### src/common/fdc_pkg.sv
// constants, types and field layout for the four channel dma controller
// Notes on behaviour
// - four channels, two A/B groups, pairs combine
// - dual short mode: one 24-bit, one 16-bit address
// - single mode: one 24-bit address, one cycle
// - sequential: unit per request, step 1/2
// - count exhausted raises cpu or dtu request
// - idle mode keeps both addresses fixed
// - repeat: 1..256, reload address and count
// - repeat mode never raises completion request
// - short mode direction chosen by software
// - single address only on B channels
// - single mode supports sequential, idle, repeat
// - single mode strobes device with acknowledge
// - full mode: two 24-bit addresses, two channels
// - full normal: external or auto request
// - auto request latched, runs to count
// - auto request: burst or cycle steal
// - block mode: 1..256 units, 1..65536 blocks
// - block end reloads block area address
// - block select zero makes B side area
// - block mode started by timer, serial, adc, pin
// - byte or word unit per channel, a full mode pair uses the A channel setting
package fdc_pkg;
    localparam int NCH = 4;
    // register byte offsets; channel c adds c << CH_SHIFT
    localparam int CH_SHIFT = 4;
    localparam logic [7:0] REG_MEM = 8'h00;
    localparam logic [7:0] REG_IO = 8'h04;
    localparam logic [7:0] REG_CNT = 8'h08;
    localparam logic [7:0] REG_CTRL = 8'h0C;
    localparam logic [7:0] REG_STAT = 8'h40;
    localparam logic [7:0] REG_GRP0 = 8'h44;
    localparam logic [7:0] REG_GRP1 = 8'h48;
    // channel control fields
    localparam int CB_EN = 0;
    localparam int CB_WORD = 1;
    localparam int CB_DIR = 2;
    localparam int CB_SUB_LO = 3;
    localparam int CB_SINGLE = 5;
    localparam int CB_DEC = 6;
    localparam int CB_IE = 7;
    localparam int CB_DTU = 8;
    localparam int CB_SRC_LO = 9;
    localparam int CTRL_W = 13;
    localparam logic [CTRL_W-1:0] CTRL_RST = 13'h0000;
    localparam logic [1:0] SUB_SEQ = 2'h0;
    localparam logic [1:0] SUB_IDLE = 2'h1;
    localparam logic [1:0] SUB_REP = 2'h2;
    // group control fields
    localparam int GB_FULL = 0;
    localparam int GB_BLOCK = 1;
    localparam int GB_AREA = 2;
    localparam int GB_AUTO = 3;
    localparam int GB_BURST = 4;
    localparam int GRP_W = 5;
    localparam logic [GRP_W-1:0] GRP_RST = 5'h00;
    // activation source codes 0..5 are timer channels
    localparam logic [3:0] SRC_EXT = 4'hB;
    localparam logic [7:0] IO_PAGE = 8'hFF;
    localparam logic [15:0] CNT_ONE = 16'h0001;
    localparam logic [7:0] LOW_ONE = 8'h01;

    typedef enum logic [1:0] {
        ST_IDLE = 2'b00,
        ST_READ = 2'b01,
        ST_WRITE = 2'b10,
        ST_SINGLE = 2'b11
    } fdc_state_e;

    typedef struct packed {
        logic [23:0] addr;
        logic we;
        logic word;
        logic [15:0] wdata;
    } fdc_bus_s;
endpackage

### src/hw/fdc_dma.sv
// four channel dma controller with apb register slave and system bus master
module fdc_dma import fdc_pkg::*; (
    // clock and reset
    input wire logic CLK_I,
    input wire logic RST_I,
    // apb slave
    input wire logic PSEL_I,
    input wire logic PENABLE_I,
    input wire logic PWRITE_I,
    input wire logic [7:0] PADDR_I,
    input wire logic [31:0] PWDATA_I,
    output logic [31:0] PRDATA_O,
    output logic PREADY_O,
    output logic PSLVERR_O,
    // system bus master
    output logic BUS_REQ_O,
    output logic BUS_LOCK_O,
    output fdc_bus_s BUS_O,
    input wire logic [15:0] BUS_RDATA_I,
    input wire logic BUS_ACK_I,
    // external devices
    input wire logic [NCH-1:0] EXT_REQ_I,
    output logic [NCH-1:0] TRANSFER_ACKNOWLEDGE_STROBE_O,
    // on-chip activation sources, one-cycle pulses
    input wire logic [5:0] TIMER_PULSE_UNIT_MATCH_I,
    input wire logic [1:0] SERIAL_PORT_TX_I,
    input wire logic [1:0] SERIAL_PORT_RX_I,
    input wire logic ADC_END_I,
    // completion requests
    output logic [NCH-1:0] IRQ_CPU_O,
    output logic [NCH-1:0] IRQ_DESCRIPTOR_TRANSFER_UNIT_O
);
    logic [23:0] mem_reg [NCH];
    logic [23:0] mem_init_reg [NCH];
    logic [15:0] io_reg [NCH];
    logic [15:0] cnt_reg [NCH];
    logic [15:0] cnt_init_reg [NCH];
    logic [CTRL_W-1:0] ctrl_reg [NCH];
    logic [GRP_W-1:0] grp_reg [2];
    logic [NCH-1:0] done_reg, pend_reg, strobe_reg;
    logic [NCH-1:0] ext_s1_reg, ext_s2_reg, ext_s3_reg;
    fdc_state_e state_reg;
    logic [1:0] cur_reg;
    logic lock_reg;
    logic [23:0] addr_reg;
    logic we_reg, word_reg;
    logic [15:0] data_reg;
    logic [31:0] prdata_reg;

    function automatic logic [23:0] step(input logic [23:0] a, input logic word,
                                        input logic dec);
        logic [23:0] d;
        d = word ? 24'h000002 : 24'h000001;
        step = dec ? a - d : a + d;
    endfunction

    function automatic logic [1:0] prio(input logic [NCH-1:0] r);
        prio = r[0] ? 2'h0 : r[1] ? 2'h1 : r[2] ? 2'h2 : 2'h3;
    endfunction

    // apb decode
    wire apb_setup = PSEL_I & ~PENABLE_I;
    wire apb_wr = PSEL_I & PENABLE_I & PWRITE_I;
    wire aligned = (PADDR_I[1:0] == 2'b00);
    wire hit_ch = aligned && (PADDR_I < REG_STAT);
    wire hit_stat = (PADDR_I == REG_STAT);
    wire hit_grp0 = (PADDR_I == REG_GRP0);
    wire hit_grp1 = (PADDR_I == REG_GRP1);
    wire mapped = hit_ch | hit_stat | hit_grp0 | hit_grp1;
    wire [1:0] a_ch = PADDR_I[CH_SHIFT+1:CH_SHIFT];
    wire [7:0] a_off = {4'h0, PADDR_I[3:0]};
    wire [NCH-1:0] en_vec = {ctrl_reg[3][CB_EN], ctrl_reg[2][CB_EN],
                             ctrl_reg[1][CB_EN], ctrl_reg[0][CB_EN]};
    assign PREADY_O = 1'b1;
    assign PSLVERR_O = PSEL_I & PENABLE_I & ~mapped;
    assign PRDATA_O = prdata_reg;

    // read selection
    logic [31:0] rd_val;
    always_comb begin
        rd_val = 32'h00000000;
        if (hit_ch && a_off == REG_MEM) begin
            rd_val = {8'h00, mem_reg[a_ch]};
        end else if (hit_ch && a_off == REG_IO) begin
            rd_val = {16'h0000, io_reg[a_ch]};
        end else if (hit_ch && a_off == REG_CNT) begin
            rd_val = {16'h0000, cnt_reg[a_ch]};
        end else if (hit_ch) begin
            rd_val = {19'h00000, ctrl_reg[a_ch]};
        end else if (hit_stat) begin
            rd_val = {24'h000000, en_vec, done_reg};
        end else if (hit_grp0) begin
            rd_val = {27'h0000000, grp_reg[0]};
        end else if (hit_grp1) begin
            rd_val = {27'h0000000, grp_reg[1]};
        end
    end

    // per channel request decode
    logic [NCH-1:0] req, pend_set, full_vec, ext_edge;
    assign ext_edge = ext_s2_reg & ~ext_s3_reg;
    for (genvar c = 0; c < NCH; c++) begin : g_req
        wire [15:0] tv = {4'h0, ext_edge[c], ADC_END_I, SERIAL_PORT_RX_I,
                          SERIAL_PORT_TX_I, TIMER_PULSE_UNIT_MATCH_I};
        wire [GRP_W-1:0] gr = grp_reg[c/2];
        wire auto_on = gr[GB_FULL] & ~gr[GB_BLOCK] & gr[GB_AUTO] & (c % 2 == 0);
        assign full_vec[c] = gr[GB_FULL];
        assign pend_set[c] = ctrl_reg[c][CB_EN] &
                             (tv[ctrl_reg[c][CB_SRC_LO+3:CB_SRC_LO]] | auto_on);
        assign req[c] = pend_reg[c] & ctrl_reg[c][CB_EN] &
                        (~gr[GB_FULL] | (c % 2 == 0));
    end

    // arbitration, a locked channel keeps the bus
    wire [NCH-1:0] cur_hot = 4'h1 << cur_reg;
    wire [NCH-1:0] req_eff = lock_reg ? (req & cur_hot) : req;
    wire [1:0] grant = prio(req_eff);
    wire [1:0] ech = (state_reg == ST_IDLE) ? grant : cur_reg;
    wire [1:0] ea = {ech[1], 1'b0};
    wire [1:0] eb = {ech[1], 1'b1};
    wire [CTRL_W-1:0] ec = ctrl_reg[ech];
    wire efull = full_vec[ech];
    wire esingle = ec[CB_SINGLE] & ~efull;
    wire [23:0] e_io = {IO_PAGE, io_reg[ech]};
    wire [23:0] src_addr = efull ? mem_reg[ea] : (ec[CB_DIR] ? e_io : mem_reg[ech]);
    wire [23:0] dst_addr = efull ? mem_reg[eb] : (ec[CB_DIR] ? mem_reg[ech] : e_io);

    // completion bookkeeping for the channel on the bus
    wire fin = BUS_ACK_I & ((state_reg == ST_WRITE) | (state_reg == ST_SINGLE));
    wire [1:0] ca = {cur_reg[1], 1'b0};
    wire [1:0] cb = {cur_reg[1], 1'b1};
    wire [GRP_W-1:0] cg = grp_reg[cur_reg[1]];
    wire cfull = cg[GB_FULL];
    wire cblk = cfull & cg[GB_BLOCK];
    wire [1:0] pch = cfull ? ca : cur_reg;
    wire [CTRL_W-1:0] cc = ctrl_reg[pch];
    wire [CTRL_W-1:0] cbc = ctrl_reg[cb];
    wire [1:0] csub = cc[CB_SUB_LO+1:CB_SUB_LO];
    wire crep = ~cfull & (csub == SUB_REP);
    wire last_s = crep ? (cnt_reg[pch][7:0] == LOW_ONE) : (cnt_reg[pch] == CNT_ONE);
    wire blk_end = ~cblk | (cnt_reg[cb][7:0] == LOW_ONE);
    wire last_f = blk_end & (cnt_reg[ca] == CNT_ONE);
    wire clast = cfull ? last_f : last_s;
    wire cdone = clast & ~crep;
    wire pend_clr = cfull ? blk_end : 1'b1;
    wire nx_lock = cfull & ~last_f & (cblk ? ~blk_end : (cg[GB_AUTO] & cg[GB_BURST]));
    logic [23:0] nx_mem_p, nx_mem_s;
    logic [15:0] nx_cnt_p, nx_cnt_s;
    always_comb begin
        nx_mem_s = mem_reg[cb];
        nx_cnt_s = cnt_reg[cb];
        if (!cfull) begin
            nx_mem_p = (csub == SUB_IDLE) ? mem_reg[pch] :
                       step(mem_reg[pch], cc[CB_WORD], cc[CB_DEC]);
            nx_cnt_p = cnt_reg[pch] - 16'h0001;
            if (crep && last_s) begin
                nx_mem_p = mem_init_reg[pch];
                nx_cnt_p = cnt_init_reg[pch];
            end
        end else begin
            nx_mem_p = (csub == SUB_IDLE) ? mem_reg[ca] :
                       step(mem_reg[ca], cc[CB_WORD], cc[CB_DEC]);
            nx_mem_s = (cbc[CB_SUB_LO+1:CB_SUB_LO] == SUB_IDLE) ? mem_reg[cb] :
                       step(mem_reg[cb], cc[CB_WORD], cbc[CB_DEC]);
            if (cblk && blk_end && cg[GB_AREA]) begin
                nx_mem_p = mem_init_reg[ca];
            end
            if (cblk && blk_end && !cg[GB_AREA]) begin
                nx_mem_s = mem_init_reg[cb];
            end
            nx_cnt_p = blk_end ? cnt_reg[ca] - 16'h0001 : cnt_reg[ca];
            if (cblk) begin
                nx_cnt_s = blk_end ? cnt_init_reg[cb] : cnt_reg[cb] - 16'h0001;
            end
        end
    end

    // channel registers: engine update wins over a software write
    always_ff @(posedge CLK_I or posedge RST_I) begin
        if (RST_I) begin
            for (int c = 0; c < NCH; c++) begin
                mem_reg[c] <= 24'h000000;
                mem_init_reg[c] <= 24'h000000;
                io_reg[c] <= 16'h0000;
                cnt_reg[c] <= 16'h0000;
                cnt_init_reg[c] <= 16'h0000;
                ctrl_reg[c] <= CTRL_RST;
            end
        end else begin
            for (int c = 0; c < NCH; c++) begin
                if (fin && pch == 2'(c)) begin
                    mem_reg[c] <= nx_mem_p;
                    cnt_reg[c] <= nx_cnt_p;
                    if (cdone) ctrl_reg[c][CB_EN] <= 1'b0;
                end else if (fin && cfull && cb == 2'(c)) begin
                    mem_reg[c] <= nx_mem_s;
                    cnt_reg[c] <= nx_cnt_s;
                end else if (apb_wr && hit_ch && a_ch == 2'(c)) begin
                    if (a_off == REG_MEM) begin
                        mem_reg[c] <= PWDATA_I[23:0];
                        mem_init_reg[c] <= PWDATA_I[23:0];
                    end else if (a_off == REG_IO) begin
                        io_reg[c] <= PWDATA_I[15:0];
                    end else if (a_off == REG_CNT) begin
                        cnt_reg[c] <= PWDATA_I[15:0];
                        cnt_init_reg[c] <= PWDATA_I[15:0];
                    end else begin
                        ctrl_reg[c] <= PWDATA_I[CTRL_W-1:0] &
                                       ~(CTRL_W'(c % 2 == 0) << CB_SINGLE);
                    end
                end
            end
        end
    end

    // group control, status flags and pin synchroniser; set wins over clear
    wire [NCH-1:0] done_set = (fin && cdone) ? (4'h1 << pch) : 4'h0;
    wire [NCH-1:0] done_clr = (apb_wr && hit_stat) ? PWDATA_I[3:0] : 4'h0;
    wire [NCH-1:0] pend_off = (fin && pend_clr) ? (4'h1 << pch) : 4'h0;
    always_ff @(posedge CLK_I or posedge RST_I) begin
        if (RST_I) begin
            grp_reg[0] <= GRP_RST;
            grp_reg[1] <= GRP_RST;
            done_reg <= 4'h0;
            pend_reg <= 4'h0;
            ext_s1_reg <= 4'h0;
            ext_s2_reg <= 4'h0;
            ext_s3_reg <= 4'h0;
            prdata_reg <= 32'h00000000;
        end else begin
            if (apb_wr && hit_grp0) grp_reg[0] <= PWDATA_I[GRP_W-1:0];
            if (apb_wr && hit_grp1) grp_reg[1] <= PWDATA_I[GRP_W-1:0];
            done_reg <= (done_reg & ~done_clr) | done_set;
            pend_reg <= ((pend_reg & ~pend_off) | pend_set) & en_vec;
            ext_s1_reg <= EXT_REQ_I;
            ext_s2_reg <= ext_s1_reg;
            ext_s3_reg <= ext_s2_reg;
            if (apb_setup) prdata_reg <= rd_val;
        end
    end

    // completion request routing
    for (genvar c = 0; c < NCH; c++) begin : g_irq
        assign IRQ_CPU_O[c] = done_reg[c] & ctrl_reg[c][CB_IE] & ~ctrl_reg[c][CB_DTU];
        assign IRQ_DESCRIPTOR_TRANSFER_UNIT_O[c] = done_reg[c] & ctrl_reg[c][CB_IE] &
                                                   ctrl_reg[c][CB_DTU];
    end

    // transfer engine
    always_ff @(posedge CLK_I or posedge RST_I) begin
        if (RST_I) begin
            state_reg <= ST_IDLE;
            cur_reg <= 2'h0;
            lock_reg <= 1'b0;
            addr_reg <= 24'h000000;
            we_reg <= 1'b0;
            word_reg <= 1'b0;
            data_reg <= 16'h0000;
            strobe_reg <= 4'h0;
        end else begin
            case (state_reg)
                ST_IDLE: begin
                    if (|req_eff) begin
                        cur_reg <= grant;
                        word_reg <= ec[CB_WORD];
                        if (esingle) begin
                            addr_reg <= mem_reg[ech];
                            we_reg <= ec[CB_DIR];
                            strobe_reg <= 4'h1 << grant;
                            state_reg <= ST_SINGLE;
                        end else begin
                            addr_reg <= src_addr;
                            we_reg <= 1'b0;
                            state_reg <= ST_READ;
                        end
                    end else begin
                        lock_reg <= 1'b0;
                    end
                end
                ST_READ: begin
                    if (BUS_ACK_I) begin
                        data_reg <= BUS_RDATA_I;
                        addr_reg <= dst_addr;
                        we_reg <= 1'b1;
                        state_reg <= ST_WRITE;
                    end
                end
                ST_WRITE: begin
                    if (BUS_ACK_I) begin
                        lock_reg <= nx_lock;
                        we_reg <= 1'b0;
                        state_reg <= ST_IDLE;
                    end
                end
                ST_SINGLE: begin
                    if (BUS_ACK_I) begin
                        lock_reg <= nx_lock;
                        we_reg <= 1'b0;
                        strobe_reg <= 4'h0;
                        state_reg <= ST_IDLE;
                    end
                end
                default: state_reg <= ST_IDLE;
            endcase
        end
    end

    assign BUS_REQ_O = (state_reg != ST_IDLE);
    assign BUS_LOCK_O = lock_reg;
    assign BUS_O = '{addr: addr_reg, we: we_reg, word: word_reg, wdata: data_reg};
    assign TRANSFER_ACKNOWLEDGE_STROBE_O = strobe_reg;

    // checks
    wire [23:0] cur_mem = mem_reg[pch];
    wire [23:0] cur_init = mem_init_reg[pch];
    wire [23:0] cur_bmem = mem_reg[cb];
    wire [23:0] cur_binit = mem_init_reg[cb];
endmodule // fdc_dma

### config.mk
export PLATFORM = sky130hd
export DESIGN_NAME = fdc_dma
export DESIGN_NICKNAME = d
export VERILOG_FILES = /design/src/common/fdc_pkg.sv /design/src/hw/fdc_dma.sv
export SDC_FILE = /design/constraint.sdc
export NUM_CORES = 2
export LEC_CHECK = 0
export BUFFER_PORTS_ARGS = -buffer_cell sky130_fd_sc_hd__buf_2
export CAP_MARGIN = 5
export CORE_MARGIN = 2
export CORE_UTILIZATION = 40
export CTS_CLUSTER_SIZE = 12
export DETAILED_ROUTE_END_ITERATION = 8
export PLACE_DENSITY = 0.65
export SETUP_SLACK_MARGIN = 0.02
export SYNTH_ARGS = -nofsm -noshare
export SYNTH_HDL_FRONTEND = slang
export SYNTH_SLANG_ARGS = --single-unit
### constraint.sdc
create_clock -name CLK_I -period 47.5 [get_ports CLK_I]
set_clock_uncertainty 0.2 [all_clocks]
set_input_delay 2.375 -clock CLK_I [delete_from_list [all_inputs] [get_ports CLK_I]]
set_output_delay 2.375 -clock CLK_I [all_outputs]
set_load 0.01 [all_outputs]
==> reports/results.ini <==
[clock_network]
cts_tree=yes
cts_buffers=59
post-cts-setup-buffers=0
cts_hold_buf=0
root_buffer=clkbuf_16
clock-sinks=539
path_clk_slew_ns=0.06
htreeDepth=2
clk_latency_ns=0.68
cts_resized=0
clockBufferDepth=3

[synth]
synth_area_leaders=dfrtp_1, mux2_2, nand2_1
synth-async-reset-ratio=1.00
synth_cell_types=103
synth_common_cells=nand2_1, dfrtp_1, o21ai_0
synth_compound_area_frac=0.195
syn_inst=4336
yosys.area.top_type=dfrtp_1
synth_top_area_frac=0.353
ys.flop_type=dfrtp_1
yosys.area_share.xor_xnor=0.0179
synth_most_common_cell=nand2_1
synth_top_family_by_area=compound AO/OA/AOI/OAI gates
avgSynthCellArea_um2=8.82
synth_area_um2=38200
ys_ff_latch=539
yosys_warnings=0
yosysSeqAreaShare=0.353
muxShareOfSynthArea=0.190
synth_fa_ha_area_frac=0.0261
synthSimpleGateAreaFrac=0.173
synth_edf_count=0

[finish]
nets=4452
layout-drive-gt1-share=0.185
syn2layout_area_growth_pct=9.62
nFillCells=9202
final_area_um2=41900
final_cell_count_no_fill=5603

[grt]
grtUsageTotal=0.291
overflow=0
grt_pass1_wl_um=219000
grt_pass1_vias=33417
grt_max_degree=112
antenna_found_initial=10

[sta]
tns_ns=0
hold_viol_final=0
grt_setup_unrepaired=no
post-route-period-util=0.140
setup_violations=0
tightest_slew_ns=1.29
max-slew-margin-rel=0.135
fmax_ghz=0.150
min_period_ns=6.65
final-max-slew-violation-count=0

[flow_run]
cap_violations=0

[power_and_ir_drop]
peakVddDrop_uv=31.2
power.density_nw_per_um2=28.7
p_leak_nw=18.5

[route]
vias_per_cell=6.40
dr.pass1.iters=9
num_vias=35883
antenna_left=0
drtIter0Drc=4707
totalWireLength_um=147000
drc=0
wl_per_cell_um=26.2

[floorplan]
core_area_um2=94900
pin_count=167
die_x_um=313
die_h_um=313
rows=113
floorplan.initialDensity=0.403
die_area_um2=98100

[worst_setup_path]
crit_fanout=49
critPathBufInv=3
rr_startpoint=g_req[2].gr[0]
arrival_ns=7.03
cp_slowest_stage_delay_ns=0.88
path_delay_family=compound AO/OA/AOI/OAI gates
cp-end-kind=register
worstSetupStartpointType=register
critPathKind=reg -> reg
required_ns=47.88
slowest_stage=dfrtp_1
path_cells=nand2b_2, buf_4, nand2_1, buf_4, o22ai_1, a31oi_4, buf_4, and2_1, ha_1, nor2b_1, o31a_1, o311a_1, o2111ai_1, nand2b_1, o31ai_1, xor2_1, o21ai_0, o21ai_0, o21ai_0
critPathLaunch=g_req[2].gr[0]

[place]
routabilityCongestion=0.972
dpl-instance-area_um2=39900
port_buffers=149
dp_hpwl_um=101000
post-place-cells=5501

[hold_path]
hold_start=ext_s1_reg[0]
hold_path_class=reg -> reg

[outcome]
status=complete, no violations

## cells in the final DEF, fill, tap and decap left out, types with 75 or more instances in the layout
cell and count:
mux2_2 307, a31oi_1 78, a21oi_1 264, o21ai_0 318
nand3_1 101, dfrtp_1 538, buf_2 147, nor2_1 239
mux2i_1 187, ha_1 75, buf_4 84, nand2_1 820
mux4_2 78, a211oi_1 79
## final timing paths
| path | endpoint | slack, ns | cells past startpoint |
|---|---|---|---|
| min in group asynchronous | ctrl_reg[20] | 1.63 | 2 |
| max reg2reg | mem_reg[89] | 40.85 | 19 |
| min | ext_s2_reg[0] | 0.15 | 0 |
| max | mem_reg[89] | 40.85 | 19 |
| max in group asynchronous | mem_reg[21] | 43.30 | 4 |
| min reg2reg | ext_s2_reg[0] | 0.15 | 0 |
## stage by stage
stage / setup WS (ns) / power [W] / hold WS, ns / utilization
2_1_floorplan: 29.86 / 0.000635 / 0.131 / -
3_3_place_gp: 41.01 / 0.000700 / 0.133 / 0.420
3_5_place_dp: 40.99 / 0.000702 / 0.137 / 0.420
4_1_cts: 40.99 / 0.00120 / 0.151 / 0.442
5_1_grt: 40.78 / 0.00124 / 0.164 / 0.442
6_report: 40.85 / 0.00120 / 0.149 / 0.442
## per-layer routing
metal / part of all wire / wire, um / GRT usage
met5: 0.00070 / 103 / 0
met4: 0.049 / 7190 / 0.127
met3: 0.12 / 17800 / 0.0757
met2: 0.42 / 61700 / 0.428
met1: 0.41 / 60100 / 0.405
## cell type report
class                           instances  area (um^2)  share of cell area
Inverter                               42          165             0.00394
Clock inverter                         22          362             0.00863
Tap cell                             1265         1580              0.0378
Antenna cell                            1         2.50           0.0000597
Timing Repair Buffer                  231         1370              0.0326
Clock buffer                           79         1690              0.0404
Multi-Input combinational cell       3424        23300               0.555
Sequential cell                       539        13500               0.322
## logic make-up (layout without fill, tap and decap cells)
family	after synthesis	after routing
buffers and inverters	380	374
and+or+nand+nor	1497	1497
adders and majority gates	78	78
xor gates and xnor gates	78	78
other	2	10
DFF	539	539
AOI/OAI and AO/OA	1176	1176
muxes	586	586
## report_power, final
part,switching (W),internal [W],total (W)
registers,0.0000153,0.000471,0.000486
clock network,0.000204,0.000296,0.000500
logic,0.000145,0.0000714,0.000216
total,0.000364,0.000838,0.00120
Note: power is estimated with default switching activity, not from simulation.
